<file path="src/design/lss_pkg.sv">
// package of constants and carrier types for the led strobe switch sequencer
// Notes on behaviour
// - power request high: offset rail after 100 ms, bias and reset rails 10 ms later.
// - led driver and strobe decoder stay off until all three rails are enabled.
// - a fault on any one mirror rail disables all three rails together.
// - both supply enables reset to one, so rising request runs through both rail waits to active.
// - strobe decoder drives six switch gates from color select and topology bit.
// - topology bit one is cathode-cathode-anode, zero is common anode, the default.
// - common anode: switches one to three closed; codes 1-3 close four, five, six.
// - cathode mapping: 0 all open, 1 six+one, 2 five+four+three, 3 five+four+two.
// - selected color routes its own 10-bit current code; code 0 selects none.
// - a color change that opens switches opens them first, waits dead time, then closes new ones.
// - switches closed in both settings stay closed through the dead time.
// - each current code is 10 bits, linear, 0x100 near 272 mA.
// - current-limit register: three-bit level plus three per-switch enable bits.
package lss_pkg;
   localparam int unsigned CLK_HZ          = 200_000_000;
   localparam int unsigned OFS_DELAY_MS    = 100;
   localparam int unsigned RAIL_DELAY_MS   = 10;
   localparam int unsigned OFFS_CYCLES     = CLK_HZ / 1000 * OFS_DELAY_MS;
   localparam int unsigned RAIL_CYCLES     = CLK_HZ / 1000 * RAIL_DELAY_MS;
   localparam int unsigned LED_OFF_CYCLES  = 1;
   // register byte addresses
   localparam logic [7:0]  ADDR_CONTROL    = 8'h00;
   localparam logic [7:0]  ADDR_CODE_FOUR  = 8'h04;
   localparam logic [7:0]  ADDR_CODE_FIVE  = 8'h08;
   localparam logic [7:0]  ADDR_CODE_SIX   = 8'h0C;
   localparam logic [7:0]  ADDR_DEAD_TIME  = 8'h10;
   localparam logic [7:0]  ADDR_CUR_LIMIT  = 8'h14;
   localparam logic [7:0]  ADDR_STATUS     = 8'h18;
   // control fields
   localparam int unsigned CTL_MIRROR_BIT  = 0;
   localparam int unsigned CTL_LEDSUP_BIT  = 1;
   localparam int unsigned CTL_TOPO_BIT    = 2;
   localparam logic [2:0]  CONTROL_RESET   = 3'h3;
   localparam logic [9:0]  CODE_RESET      = 10'h000;
   localparam logic [7:0]  DEAD_RESET      = 8'h04;
   localparam logic [5:0]  LIMIT_RESET     = 6'h00;
   localparam int unsigned LIM_LEVEL_LSB   = 0;
   localparam int unsigned LIM_EN_LSB      = 3;
   localparam logic [1:0]  AXI_OKAY        = 2'h0;
   localparam logic [1:0]  AXI_SLVERR      = 2'h2;

   typedef enum logic [4:0] {
      PWR_OFF   = 5'h01,
      PWR_WOFS  = 5'h02,
      PWR_WRAIL = 5'h04,
      PWR_ACT   = 5'h08,
      PWR_LDOWN = 5'h10
   } lss_pwr_type;

   typedef struct packed {
      logic offset_rail;
      logic bias_rail;
      logic reset_rail;
   } lss_rails_type;

   typedef struct packed {
      logic       driver_en;
      logic [5:0] switches;
      logic [9:0] current_code;
      logic [2:0] limit_level;
      logic [2:0] limit_enable;
      logic       in_transition;
   } lss_led_type;
endpackage

</file>
<file path="src/design/lss_sequencer.sv">
// led strobe switch sequencer: power sequencing, strobe decoding, axi4-lite registers
`timescale 1ns/1ps
`default_nettype none
module lss_sequencer
   import lss_pkg::*;
#(
   parameter int unsigned OFFS_DELAY = OFFS_CYCLES,
   parameter int unsigned RAIL_DELAY = RAIL_CYCLES
)(
   input  wire logic          aclk,
   input  wire logic          aresetn,
   input  wire logic          projector_power_request,
   input  wire logic [1:0]    color_select,
   input  wire logic          rail_fault,
   output var  lss_rails_type rails,
   output var  lss_led_type   led,
   input  wire logic [7:0]    s_axi_awaddr,
   input  wire logic          s_axi_awvalid,
   output logic               s_axi_awready,
   input  wire logic [31:0]   s_axi_wdata,
   input  wire logic [3:0]    s_axi_wstrb,
   input  wire logic          s_axi_wvalid,
   output logic               s_axi_wready,
   output logic [1:0]         s_axi_bresp,
   output logic               s_axi_bvalid,
   input  wire logic          s_axi_bready,
   input  wire logic [7:0]    s_axi_araddr,
   input  wire logic          s_axi_arvalid,
   output logic               s_axi_arready,
   output logic [31:0]        s_axi_rdata,
   output logic [1:0]         s_axi_rresp,
   output logic               s_axi_rvalid,
   input  wire logic          s_axi_rready
);

////////////////////////////////////////////////////////////////////////////////
   logic [2:0]  control_ff;
   logic [9:0]  code_ff [3];
   logic [7:0]  dead_ff;
   logic [5:0]  limit_ff;
   lss_pwr_type pwr_ff;
   lss_pwr_type nxt_pwr;
   logic [31:0] tmr_ff;
   logic        req_d_ff;
   logic        fault_latch_ff;
   logic [5:0]  sw_ff;
   logic [5:0]  target;
   logic [7:0]  dead_cnt_ff;
   logic        trans_ff;
   logic [1:0]  sel_ff;
   logic        active;

////////////////////////////////////////////////////////////////////////////////
// register bus
   logic [7:0]  aw_addr_ff;
   logic        aw_have_ff;
   logic [31:0] w_data_ff;
   logic [3:0]  w_strb_ff;
   logic        w_have_ff;
   logic        do_write;
   logic        wr_hit;
   logic        rd_hit;
   logic [31:0] rd_val;

   assign do_write = aw_have_ff && w_have_ff && !s_axi_bvalid;

   always_comb
   begin
      wr_hit = 1'b1;
      unique case (aw_addr_ff)
         ADDR_CONTROL, ADDR_CODE_FOUR, ADDR_CODE_FIVE, ADDR_CODE_SIX,
         ADDR_DEAD_TIME, ADDR_CUR_LIMIT: wr_hit = 1'b1;
         default: wr_hit = 1'b0;
      endcase
   end

   always_ff @(posedge aclk)
   begin
      if (!aresetn)
      begin
         aw_have_ff    <= 1'b0;
         w_have_ff     <= 1'b0;
         aw_addr_ff    <= 8'h00;
         w_data_ff     <= 32'h0000_0000;
         w_strb_ff     <= 4'h0;
         s_axi_awready <= 1'b0;
         s_axi_wready  <= 1'b0;
         s_axi_bvalid  <= 1'b0;
         s_axi_bresp   <= AXI_OKAY;
      end
      else
      begin
         s_axi_awready <= !aw_have_ff && !s_axi_awready && !s_axi_bvalid;
         s_axi_wready  <= !w_have_ff && !s_axi_wready && !s_axi_bvalid;
         if (s_axi_awvalid && s_axi_awready)
         begin
            aw_have_ff    <= 1'b1;
            aw_addr_ff    <= s_axi_awaddr;
            s_axi_awready <= 1'b0;
         end
         if (s_axi_wvalid && s_axi_wready)
         begin
            w_have_ff    <= 1'b1;
            w_data_ff    <= s_axi_wdata;
            w_strb_ff    <= s_axi_wstrb;
            s_axi_wready <= 1'b0;
         end
         if (do_write)
         begin
            s_axi_bvalid <= 1'b1;
            s_axi_bresp  <= wr_hit ? AXI_OKAY : AXI_SLVERR;
         end
         else if (s_axi_bvalid && s_axi_bready)
         begin
            s_axi_bvalid <= 1'b0;
            aw_have_ff   <= 1'b0;
            w_have_ff    <= 1'b0;
         end
      end
   end

   always_ff @(posedge aclk)
   begin
      if (!aresetn)
      begin
         control_ff <= CONTROL_RESET;
         dead_ff    <= DEAD_RESET;
         limit_ff   <= LIMIT_RESET;
      end
      else
      begin
         if (do_write && aw_addr_ff == ADDR_CONTROL && w_strb_ff[0])
            control_ff <= w_data_ff[2:0];
         if (do_write && aw_addr_ff == ADDR_DEAD_TIME && w_strb_ff[0])
            dead_ff <= w_data_ff[7:0];
         if (do_write && aw_addr_ff == ADDR_CUR_LIMIT && w_strb_ff[0])
            limit_ff <= w_data_ff[5:0];
         // fault clear wins over a software write in the same cycle
         if (rail_fault && pwr_ff != PWR_OFF)
            control_ff[CTL_MIRROR_BIT] <= 1'b0;
      end
   end

   // per-color 10-bit current codes
   genvar gi;
   generate
      for (gi = 0; gi < 3; gi++)
      begin : g_code
         always_ff @(posedge aclk)
         begin
            if (!aresetn)
               code_ff[gi] <= CODE_RESET;
            else if (do_write && aw_addr_ff == ADDR_CODE_FOUR + 8'(4 * gi))
            begin
               if (w_strb_ff[0])
                  code_ff[gi][7:0] <= w_data_ff[7:0];
               if (w_strb_ff[1])
                  code_ff[gi][9:8] <= w_data_ff[9:8];
            end
         end
      end
   endgenerate

   always_comb
   begin
      rd_hit = 1'b1;
      rd_val = 32'h0000_0000;
      unique case (s_axi_araddr)
         ADDR_CONTROL:   rd_val = {29'h0, control_ff};
         ADDR_CODE_FOUR: rd_val = {22'h0, code_ff[0]};
         ADDR_CODE_FIVE: rd_val = {22'h0, code_ff[1]};
         ADDR_CODE_SIX:  rd_val = {22'h0, code_ff[2]};
         ADDR_DEAD_TIME: rd_val = {24'h0, dead_ff};
         ADDR_CUR_LIMIT: rd_val = {26'h0, limit_ff};
         ADDR_STATUS:    rd_val = {18'h0, fault_latch_ff, trans_ff, sw_ff, 1'b0, pwr_ff};
         default:        rd_hit = 1'b0;
      endcase
   end

   always_ff @(posedge aclk)
   begin
      if (!aresetn)
      begin
         s_axi_arready <= 1'b0;
         s_axi_rvalid  <= 1'b0;
         s_axi_rdata   <= 32'h0000_0000;
         s_axi_rresp   <= AXI_OKAY;
      end
      else if (s_axi_rvalid)
      begin
         if (s_axi_rready)
            s_axi_rvalid <= 1'b0;
      end
      else if (s_axi_arvalid && s_axi_arready)
      begin
         s_axi_arready <= 1'b0;
         s_axi_rvalid  <= 1'b1;
         s_axi_rdata   <= rd_val;
         s_axi_rresp   <= rd_hit ? AXI_OKAY : AXI_SLVERR;
      end
      else
         s_axi_arready <= 1'b1;
   end

////////////////////////////////////////////////////////////////////////////////
// power sequencing
   always_comb
   begin
      nxt_pwr = pwr_ff;
      unique case (pwr_ff)
         PWR_OFF:
            if (projector_power_request && !req_d_ff && control_ff[CTL_MIRROR_BIT]
                && !fault_latch_ff)
               nxt_pwr = PWR_WOFS;
         PWR_WOFS:
            if (!projector_power_request || rail_fault)
               nxt_pwr = PWR_OFF;
            else if (tmr_ff >= OFFS_DELAY - 1)
               nxt_pwr = PWR_WRAIL;
         PWR_WRAIL:
            if (!projector_power_request || rail_fault)
               nxt_pwr = PWR_OFF;
            else if (tmr_ff >= RAIL_DELAY - 1)
               nxt_pwr = PWR_ACT;
         PWR_ACT:
            if (rail_fault)
               nxt_pwr = PWR_OFF;
            else if (!projector_power_request || !control_ff[CTL_MIRROR_BIT])
               nxt_pwr = PWR_LDOWN;
         PWR_LDOWN:
            if (rail_fault || tmr_ff >= LED_OFF_CYCLES)
               nxt_pwr = PWR_OFF;
      endcase
   end

   always_ff @(posedge aclk)
   begin
      if (!aresetn)
      begin
         pwr_ff         <= PWR_OFF;
         tmr_ff         <= 32'h0000_0000;
         req_d_ff       <= 1'b0;
         fault_latch_ff <= 1'b0;
      end
      else
      begin
         pwr_ff   <= nxt_pwr;
         req_d_ff <= projector_power_request;
         tmr_ff   <= (nxt_pwr != pwr_ff) ? 32'h0000_0000 : tmr_ff + 32'h0000_0001;
         // restart needs a request toggle after a fault
         if (rail_fault && pwr_ff != PWR_OFF)
            fault_latch_ff <= 1'b1;
         else if (!projector_power_request)
            fault_latch_ff <= 1'b0;
      end
   end

   always_ff @(posedge aclk)
   begin
      if (!aresetn)
         rails <= '0;
      else
      begin
         rails.offset_rail <= (nxt_pwr != PWR_OFF) && (nxt_pwr != PWR_WOFS);
         rails.bias_rail   <= (nxt_pwr == PWR_ACT) || (nxt_pwr == PWR_LDOWN);
         rails.reset_rail  <= (nxt_pwr == PWR_ACT) || (nxt_pwr == PWR_LDOWN);
      end
   end

////////////////////////////////////////////////////////////////////////////////
// strobe decoding with break-before-make
   assign active = (pwr_ff == PWR_ACT) && control_ff[CTL_LEDSUP_BIT];

   always_comb
   begin
      target = 6'h00;
      if (active)
      begin
         if (!control_ff[CTL_TOPO_BIT])
         begin
            unique case (color_select)
               2'h0: target = 6'b000111;
               2'h1: target = 6'b001111;
               2'h2: target = 6'b010111;
               2'h3: target = 6'b100111;
            endcase
         end
         else
         begin
            unique case (color_select)
               2'h0: target = 6'b000000;
               2'h1: target = 6'b100001;
               2'h2: target = 6'b011100;
               2'h3: target = 6'b011010;
            endcase
         end
      end
   end

   always_ff @(posedge aclk)
   begin
      if (!aresetn)
      begin
         sw_ff       <= 6'h00;
         dead_cnt_ff <= 8'h00;
         trans_ff    <= 1'b0;
         sel_ff      <= 2'h0;
      end
      else if ((sw_ff & ~target) != 6'h00)
      begin
         sw_ff       <= sw_ff & target;
         dead_cnt_ff <= dead_ff;
         trans_ff    <= 1'b1;
      end
      else if (dead_cnt_ff != 8'h00)
         dead_cnt_ff <= dead_cnt_ff - 8'h01;
      else
      begin
         sw_ff    <= target;
         trans_ff <= (sw_ff != target);
         sel_ff   <= active ? color_select : 2'h0;
      end
   end

   always_ff @(posedge aclk)
   begin
      if (!aresetn)
         led <= '0;
      else
      begin
         led.driver_en     <= active;
         led.switches      <= active ? sw_ff : 6'h00;
         led.current_code  <= (active && sel_ff != 2'h0) ? code_ff[sel_ff - 2'h1]
                                                        : 10'h000;
         led.limit_level   <= limit_ff[LIM_LEVEL_LSB +: 3];
         led.limit_enable  <= trans_ff ? limit_ff[LIM_EN_LSB +: 3] : 3'h0;
         led.in_transition <= trans_ff;
      end
   end

endmodule
`default_nettype wire

</file>
<file path="config.mk">
export PLATFORM = sky130hd
export DESIGN_NAME = lss_sequencer
export DESIGN_NICKNAME = d
export VERILOG_FILES = /design/src/design/lss_pkg.sv /design/src/design/lss_sequencer.sv
export SDC_FILE = /design/constraint.sdc
export NUM_CORES = 1
export LEC_CHECK = 0
export BUFFER_PORTS_ARGS = -buffer_cell sky130_fd_sc_hd__buf_4
export CAP_MARGIN = 40
export CORE_MARGIN = 1.5
export CORE_UTILIZATION = 53
export CTS_BUF_LIST = sky130_fd_sc_hd__clkbuf_8
export DETAILED_ROUTE_END_ITERATION = 8
export GPL_TIMING_DRIVEN = 0
export PLACE_DENSITY_LB_ADDON = 0.08
export SLEW_MARGIN = 30
export SYNTH_ARGS = -nofsm -noshare
export SYNTH_HDL_FRONTEND = slang
export SYNTH_SLANG_ARGS = --single-unit
</file>
<file path="constraint.sdc">
create_clock -name aclk -period 2.8 [get_ports aclk]
set_input_delay 0.14 -clock aclk [delete_from_list [all_inputs] [get_ports aclk]]
set_output_delay 0.14 -clock aclk [all_outputs]
set_load 0.01 [all_outputs]
</file>
**After elaboration in Yosys (flattened, before gate mapping)**

Memories as Yosys holds them, arrays and structs flattened. A register that Yosys moved wholly into a read port is not among the register bits.
Index checks and enable logic that the tools add are counted.

- Bits in registers: 152
- Memory bits (writable): 30
- Input bits: 63
- Output and inout bits: 68
- Logic and storage cells: 207
- Memories: 1

- Add/sub/neg operators: 3
- Magnitude comparators: 3
- Equality and inequality tests: 28
- Mux-type cells: 68
- Bitwise operators: 13
- Reductions and logical operators: 59

Memories:

| memory | depth | width | rd ports | clocked after Yosys merged registers in | write ports | line | source |
|---|---|---|---|---|---|---|---|
| code_ff | 3 | 10 | 4 | 1 | 3 | lss_sequencer.sv:38 | `logic [9:0] code_ff [3];` |

Operator list:

| operator | number |
|---|---|
| $pmux 14 s7 | 1 |
| $pmux 6 s4 | 2 |
| $mux 1 | 41 |
| $eq 8x5->1 const B | 5 |
| $mux 5 | 8 |
| $mux 8 | 5 |
| $add 32x1->32 const B | 1 |
| $eq 8x4->1 const B | 4 |
| $ge 32x1->1 const B | 1 |
| $ge 32x21->1 const B | 1 |
| $ge 32x25->1 const B | 1 |
| $logic_and 1x1->1 | 26 |
| $pmux 5 s5 | 1 |
| $mux 6 | 4 |
| $eq 8x3->1 const B | 2 |
| $logic_not 8->1 | 2 |
| $and 6x6->6 | 2 |
| $mux 2 | 6 |
| $eq 5x4->1 const B | 2 |
| $eq 5x5->1 const B | 2 |
| $logic_not 1->1 | 10 |
| $ne 5x1->1 const B | 2 |
| $reduce_and 2->1 | 5 |
| $reduce_bool 2->1 | 4 |
| other kinds (22) | 36 |

**Logic depth before layout (Yosys ltp)**

- Word-level depth: 9
- Depth in mapped cells: 13
- Depth with buffers taken out: 11

**Least setup slack after synthesis**

OpenSTA, ideal clock, no wires.

- Path type: reg2reg
- Start point: reg pwr_ff[0]
- End point: reg dead_cnt_ff[5]
- Setup time: 0.071 ns
- Data arrival time: 2.593 ns
- Data required time: 2.729 ns
- Setup slack: 0.136 ns
- Stages on the path, launching flop included: 13
- Buffers on the path: 4
- Period minus slack after synthesis: 2.664 ns
- Cells stage by stage: dfxtp_1 > buf_6 > nor4_2 > and3_1 > clkbuf_1 > nand2_1 > ha_1 > nor2_1 > and3_1 > clkbuf_1 > buf_1 > nand3_1 > a21oi_1

- Cells in the longest elaborated chain, start to end: 7
- Elaborated cells on any way between the ends: 8
- Classes of those cells: eq/ne (1); mux (2); bitwise (2); reduce/logical (3)

RTL lines:

| item | line | source |
|---|---|---|
| start, declared | lss_sequencer.sv:41 | `lss_pwr_type pwr_ff;` |
| start signal, assigned | lss_sequencer.sv:247 | `pwr_ff <= nxt_pwr;` |
| $eq 5x4->1 (*) | lss_sequencer.sv:272 | `assign active = (pwr_ff == PWR_ACT) && control_ff[CTL_LEDSUP_BIT];` |
| $logic_and 1x1->1 (*) | lss_sequencer.sv:272 |  |
| $mux 6 (*) | lss_sequencer.sv:277 | `if (active)` |
| $not 6->6 (*) | lss_sequencer.sv:309 | `else if ((sw_ff & ~target) != 6'h00)` |
| $and 6x6->6 (*) | lss_sequencer.sv:309 |  |
| $reduce_bool 6->1 (*) | lss_sequencer.sv:309 |  |
| $mux 8 or $reduce_bool 2->1 (tied branches) | - |  |
| end signal, assigned | lss_sequencer.sv:316 | `dead_cnt_ff <= dead_cnt_ff - 8'h01;` |
| end, declared | lss_sequencer.sv:48 | `logic [7:0] dead_cnt_ff;` |

Mark *: on every way between the ends. The rest lies on a longest branch, timed or not.
A chain may end at the register's enable or synchronous reset.

**Worst setup path after layout**

- Start point: reg tmr_ff[1]
- End point: reg rails[0] in the netlist's numbering

- Cells in the longest elaborated chain, start to end: 6
- Elaborated cells on any way between the ends: 13
- Classes of those cells: order compare (3); eq/ne (2); mux (6); reduce/logical (2)

RTL lines:

| item | line | source |
|---|---|---|
| start, declared | lss_sequencer.sv:43 | `logic [31:0] tmr_ff;` |
| start signal, assigned | lss_sequencer.sv:249 | `tmr_ff <= (nxt_pwr != pwr_ff) ? 32'h0000_0000 : tmr_ff + 32'h0000_0001;` |
| $ge 32x21->1 (tied with other cells) | lss_sequencer.sv:223 | `else if (tmr_ff >= RAIL_DELAY - 1)` |
| $mux 5 (tied with other cells) | lss_sequencer.sv:223 |  |
| $mux 5 (on tied branches) | lss_sequencer.sv:221, lss_sequencer.sv:216, lss_sequencer.sv:231 |  |
| $pmux 5 s5 (*) | lss_sequencer.sv:210 | `unique case (pwr_ff)` |
| $eq 5x4->1 or $eq 5x5->1 (tied branches) | lss_sequencer.sv:266 | `rails.reset_rail <= (nxt_pwr == PWR_ACT) \|\| (nxt_pwr == PWR_LDOWN);` |
| $logic_or 1x1->1 (*) | lss_sequencer.sv:266 |  |
| end, declared | lss_sequencer.sv:15 | `output var lss_rails_type rails,` |

Marks and branches as above.

==> metrics.csv <==
metric;value;unit
FF-to-FF path depth;8;
Worst Hold Class;in2reg;
layout cell share with drive strength beyond 1;0.193;
Crit Path Class;reg2reg;
met3 Use GR;0.0492;
Lkg Pwr;0.00397;uW
WHS Endpoint;aw_addr_ff[7];
switching share of power;0.308;
worst-path maximum fanout;5;
H-tree levels;4;
initial antenna violation count;0;
DPL Wire Length;15.3;mm
clock latency at the later pin of the worst-skew pair;0.47;ns
startpoint types;flop;
Psw;1860;uW
result of the run;completed;
Cell Pwr Density;608;nW/um^2
Core Footprint;15200;sq um
Port Buf Inserts;84;
met1 Usage GRT;0.329;
Routed Antenna Nets;0;
die area;16300;sq um
synth warn;0;
clock root cell;clkbuf_8;
via count;6979;
Clk pin slew, worst setup/hold paths;0.09;ns
via/cell ratio;5.63;
IO Pins;131;
CP arrival;3.02;ns
DR DRC count;0;
Initial DRC Count;645;
DP Area;9210;sq um
Clk pwr share;0.304;
CP cell instances;inv_1 -> ha_1 -> nor4b_4 -> nand4_1 -> or4b_1 -> o21a_1 -> xnor2_1 -> nor4b_1;
CP endpoint kind;flop;
met2 Usage GRT;0.442;
antenna cells;0;
buffers and inverters on the worst path;1;
sequential-to-total area share from yosys stat;0.453;
Layout area overhead;20.2;%
prevailing post-synth register cell;dfxtp_1;
R2R Setup Slk;0.11;ns
Synth top area share;0.344;
Tcrit/Tclk final;0.960;
Synth Instances;886;
Clock Skews;0.00815;ns
RSZ-0062 raised after global routing;false;
final hold slack;0.0863;ns
largest area contributor in the netlist;dfxtp_1;
GRT Util Overall;0.262;
Area contributors post-synth;dfxtp_1, edfxtp_1, nor2_1, nor3_2, mux2i_1;
VDD IR max;0.452;mV
DIE HEIGHT;128;um
final setup violation count;0;
most common cell after layout, fill and taps aside;dfxtp_1;
grt ovf;0;
commonest non-fill, non-tap cells in the layout;dfxtp_1, buf_4, nor2_1, nand2_1, nand3_1;
global-route wire length before repair;33.1;mm
Netlist cell types;61;
row count;45;
Slew Limit Fails;0;
FMAX;372;MHz
sequential fraction of design power;0.470;
cts bufs inserted;17;
vias in the first global route;6351;
DR pass1 iterations;5;
Crit path required time;3.13;ns
minimum clock period;2.69;ns
Net count, final;1118;
Routability Congestion;0.878;
mapped cell area;8260;sq um
Final Cell Area;9930;sq um
CP delay by family, top;simple AND/OR/NAND/NOR gates;
fin worst setup slack;0.111;ns
busiest grt layer;met2;
Worst slew margin;0.433;
Place WS;-0.646;ns
hold_sp;s_axi_awvalid;
max cap viols;0;
post-route core utilization;0.653;
largest net degree at the start of global routing;17;
CTS tree;built;
post-synthesis register bit count;172;
Worst-Margin Slew;0.845;ns
FF-to-FF End;rails[0];
Starting Density;0.544;
Post-synth ARST share;0;
CP max stage delay;0.60;ns
Final Hold Vio Count;0;
EDFF count, synth;30;
Avg Synthesized Cell Area;9.33;sq um
Hold Crit Depth;3;
die width;128;um
power share of the combinational group;0.226;
WL/cell;17.1;um
Total Wirelength;21.2;mm
internal power;4180;uW
post-route setup TNS;0;ns
Longest Clk Path Bufs;2;
Crit-path slowest cell;or4b_1;
Num Clock Sinks;172;
RR Startpoint;tmr_ff[1];
==> cell families after synthesis <==
group,count (synthesis),synth area share
simple gates,394,0.265
buf+inv,91,0.0644
mux,29,0.0351
flops,172,0.453
xor+xnor,39,0.0413
other cells,1,0.000454
compound gates,143,0.115
fa+ha+maj,17,0.0257
==> through the flow <==
stage,cells,power [uW]
6_report,1239,6040
3_3_place_gp,1177,4210
4_1_cts,1235,6090
2_1_floorplan,905,3840
5_1_grt,1239,6350
3_5_place_dp,1178,4220
==> final cells by class <==
type	count	area [sq um]
fillers	1332	5270
well taps	188	235
clock buffers	20	275
repair buffers	116	930
multi-input cells	642	4080
plain buffers	67	445
inverters	22	82.6
flip-flops and latches	172	3740
clock inverters	12	145
==> Yosys cell counts (all sizes together) (9+ instances only) <==
| master | n |
|---|---|
| nor2 | 84 |
| buf | 44 |
| mux2i | 29 |
| a21o | 9 |
| a22oi | 16 |
| and2 | 35 |
| a211oi | 22 |
| o21ai | 17 |
| and3 | 24 |
| dfxtp | 142 |
| inv | 22 |
| ha | 17 |
| a21oi | 44 |
| xnor2 | 17 |
| xor2 | 22 |
| nand3 | 54 |
| nor4 | 13 |
| a31oi | 9 |
| nand2 | 77 |
| edfxtp | 30 |
| nand4 | 14 |
| clkbuf | 25 |
| nor3 | 56 |
==> registers in the layout, summed over array words and instances (netlist names), 2 cells and up <==
signal / cells
aw_addr_ff: 8
sw_ff: 6
rails: 2
dead_cnt_ff: 8
led: 24
code_ff: 30
control_ff: 3
tmr_ff: 32
s_axi_rdata: 14
w_strb_ff: 2
dead_ff: 8
limit_ff: 6
sel_ff: 2
w_data_ff: 10
pwr_ff: 5
==> how the worst max path moves through the flow <==
stage,slack (ns),end,cells past startpoint,from
2_1_floorplan,0.14,dead_cnt_ff[5],12,pwr_ff[0]
3_3_place_gp,-0.60,dead_cnt_ff[5],12,pwr_ff[0]
3_5_place_dp,-0.65,dead_cnt_ff[5],12,pwr_ff[0]
4_1_cts,0.03,dead_cnt_ff[5],12,pwr_ff[0]
5_1_grt,0.02,rails[0],8,tmr_ff[1]
6_report,0.11,rails[0],8,tmr_ff[1]
==> repair_timing <==
action	CTS	global route
endpoints found under the setup margin	16	17
hold buffers	26	0
gates cloned	0	0
hold endpoints to repair	27	0
gates resized for setup	6	4
setup buffers	0	2
pin swaps	0	1
==> layer usage <==
metal | part of all wire | vias to the layer above | wire length (um)
li1 | - | 3411 | -
met1 | 0.43 | 3276 | 9180
met2 | 0.48 | 238 | 10200
met3 | 0.050 | 54 | 1070
met4 | 0.033 | 0 | 707
met5 | 0 | - | 0
==> power groups by stage <==
stage | Combinational [uW] | Sequential (uW) | Clock, uW
6_report | 1370 | 2840 | 1840
5_1_grt | 1530 | 2860 | 1970
4_1_cts | 1380 | 2840 | 1870
3_5_place_dp | 1330 | 2890 | 0
3_3_place_gp | 1320 | 2890 | 0
2_1_floorplan | 1010 | 2830 | 0
==> tightest hold or removal path: cells and delay by family <==
family / cells / cell delay [ns]
buffers and inverters: 1 / 0.18
AOI/OAI and AO/OA: 1 / 0.05
and+or+nand+nor: 1 / 0.13
Note: power is estimated with default switching activity, not from simulation.
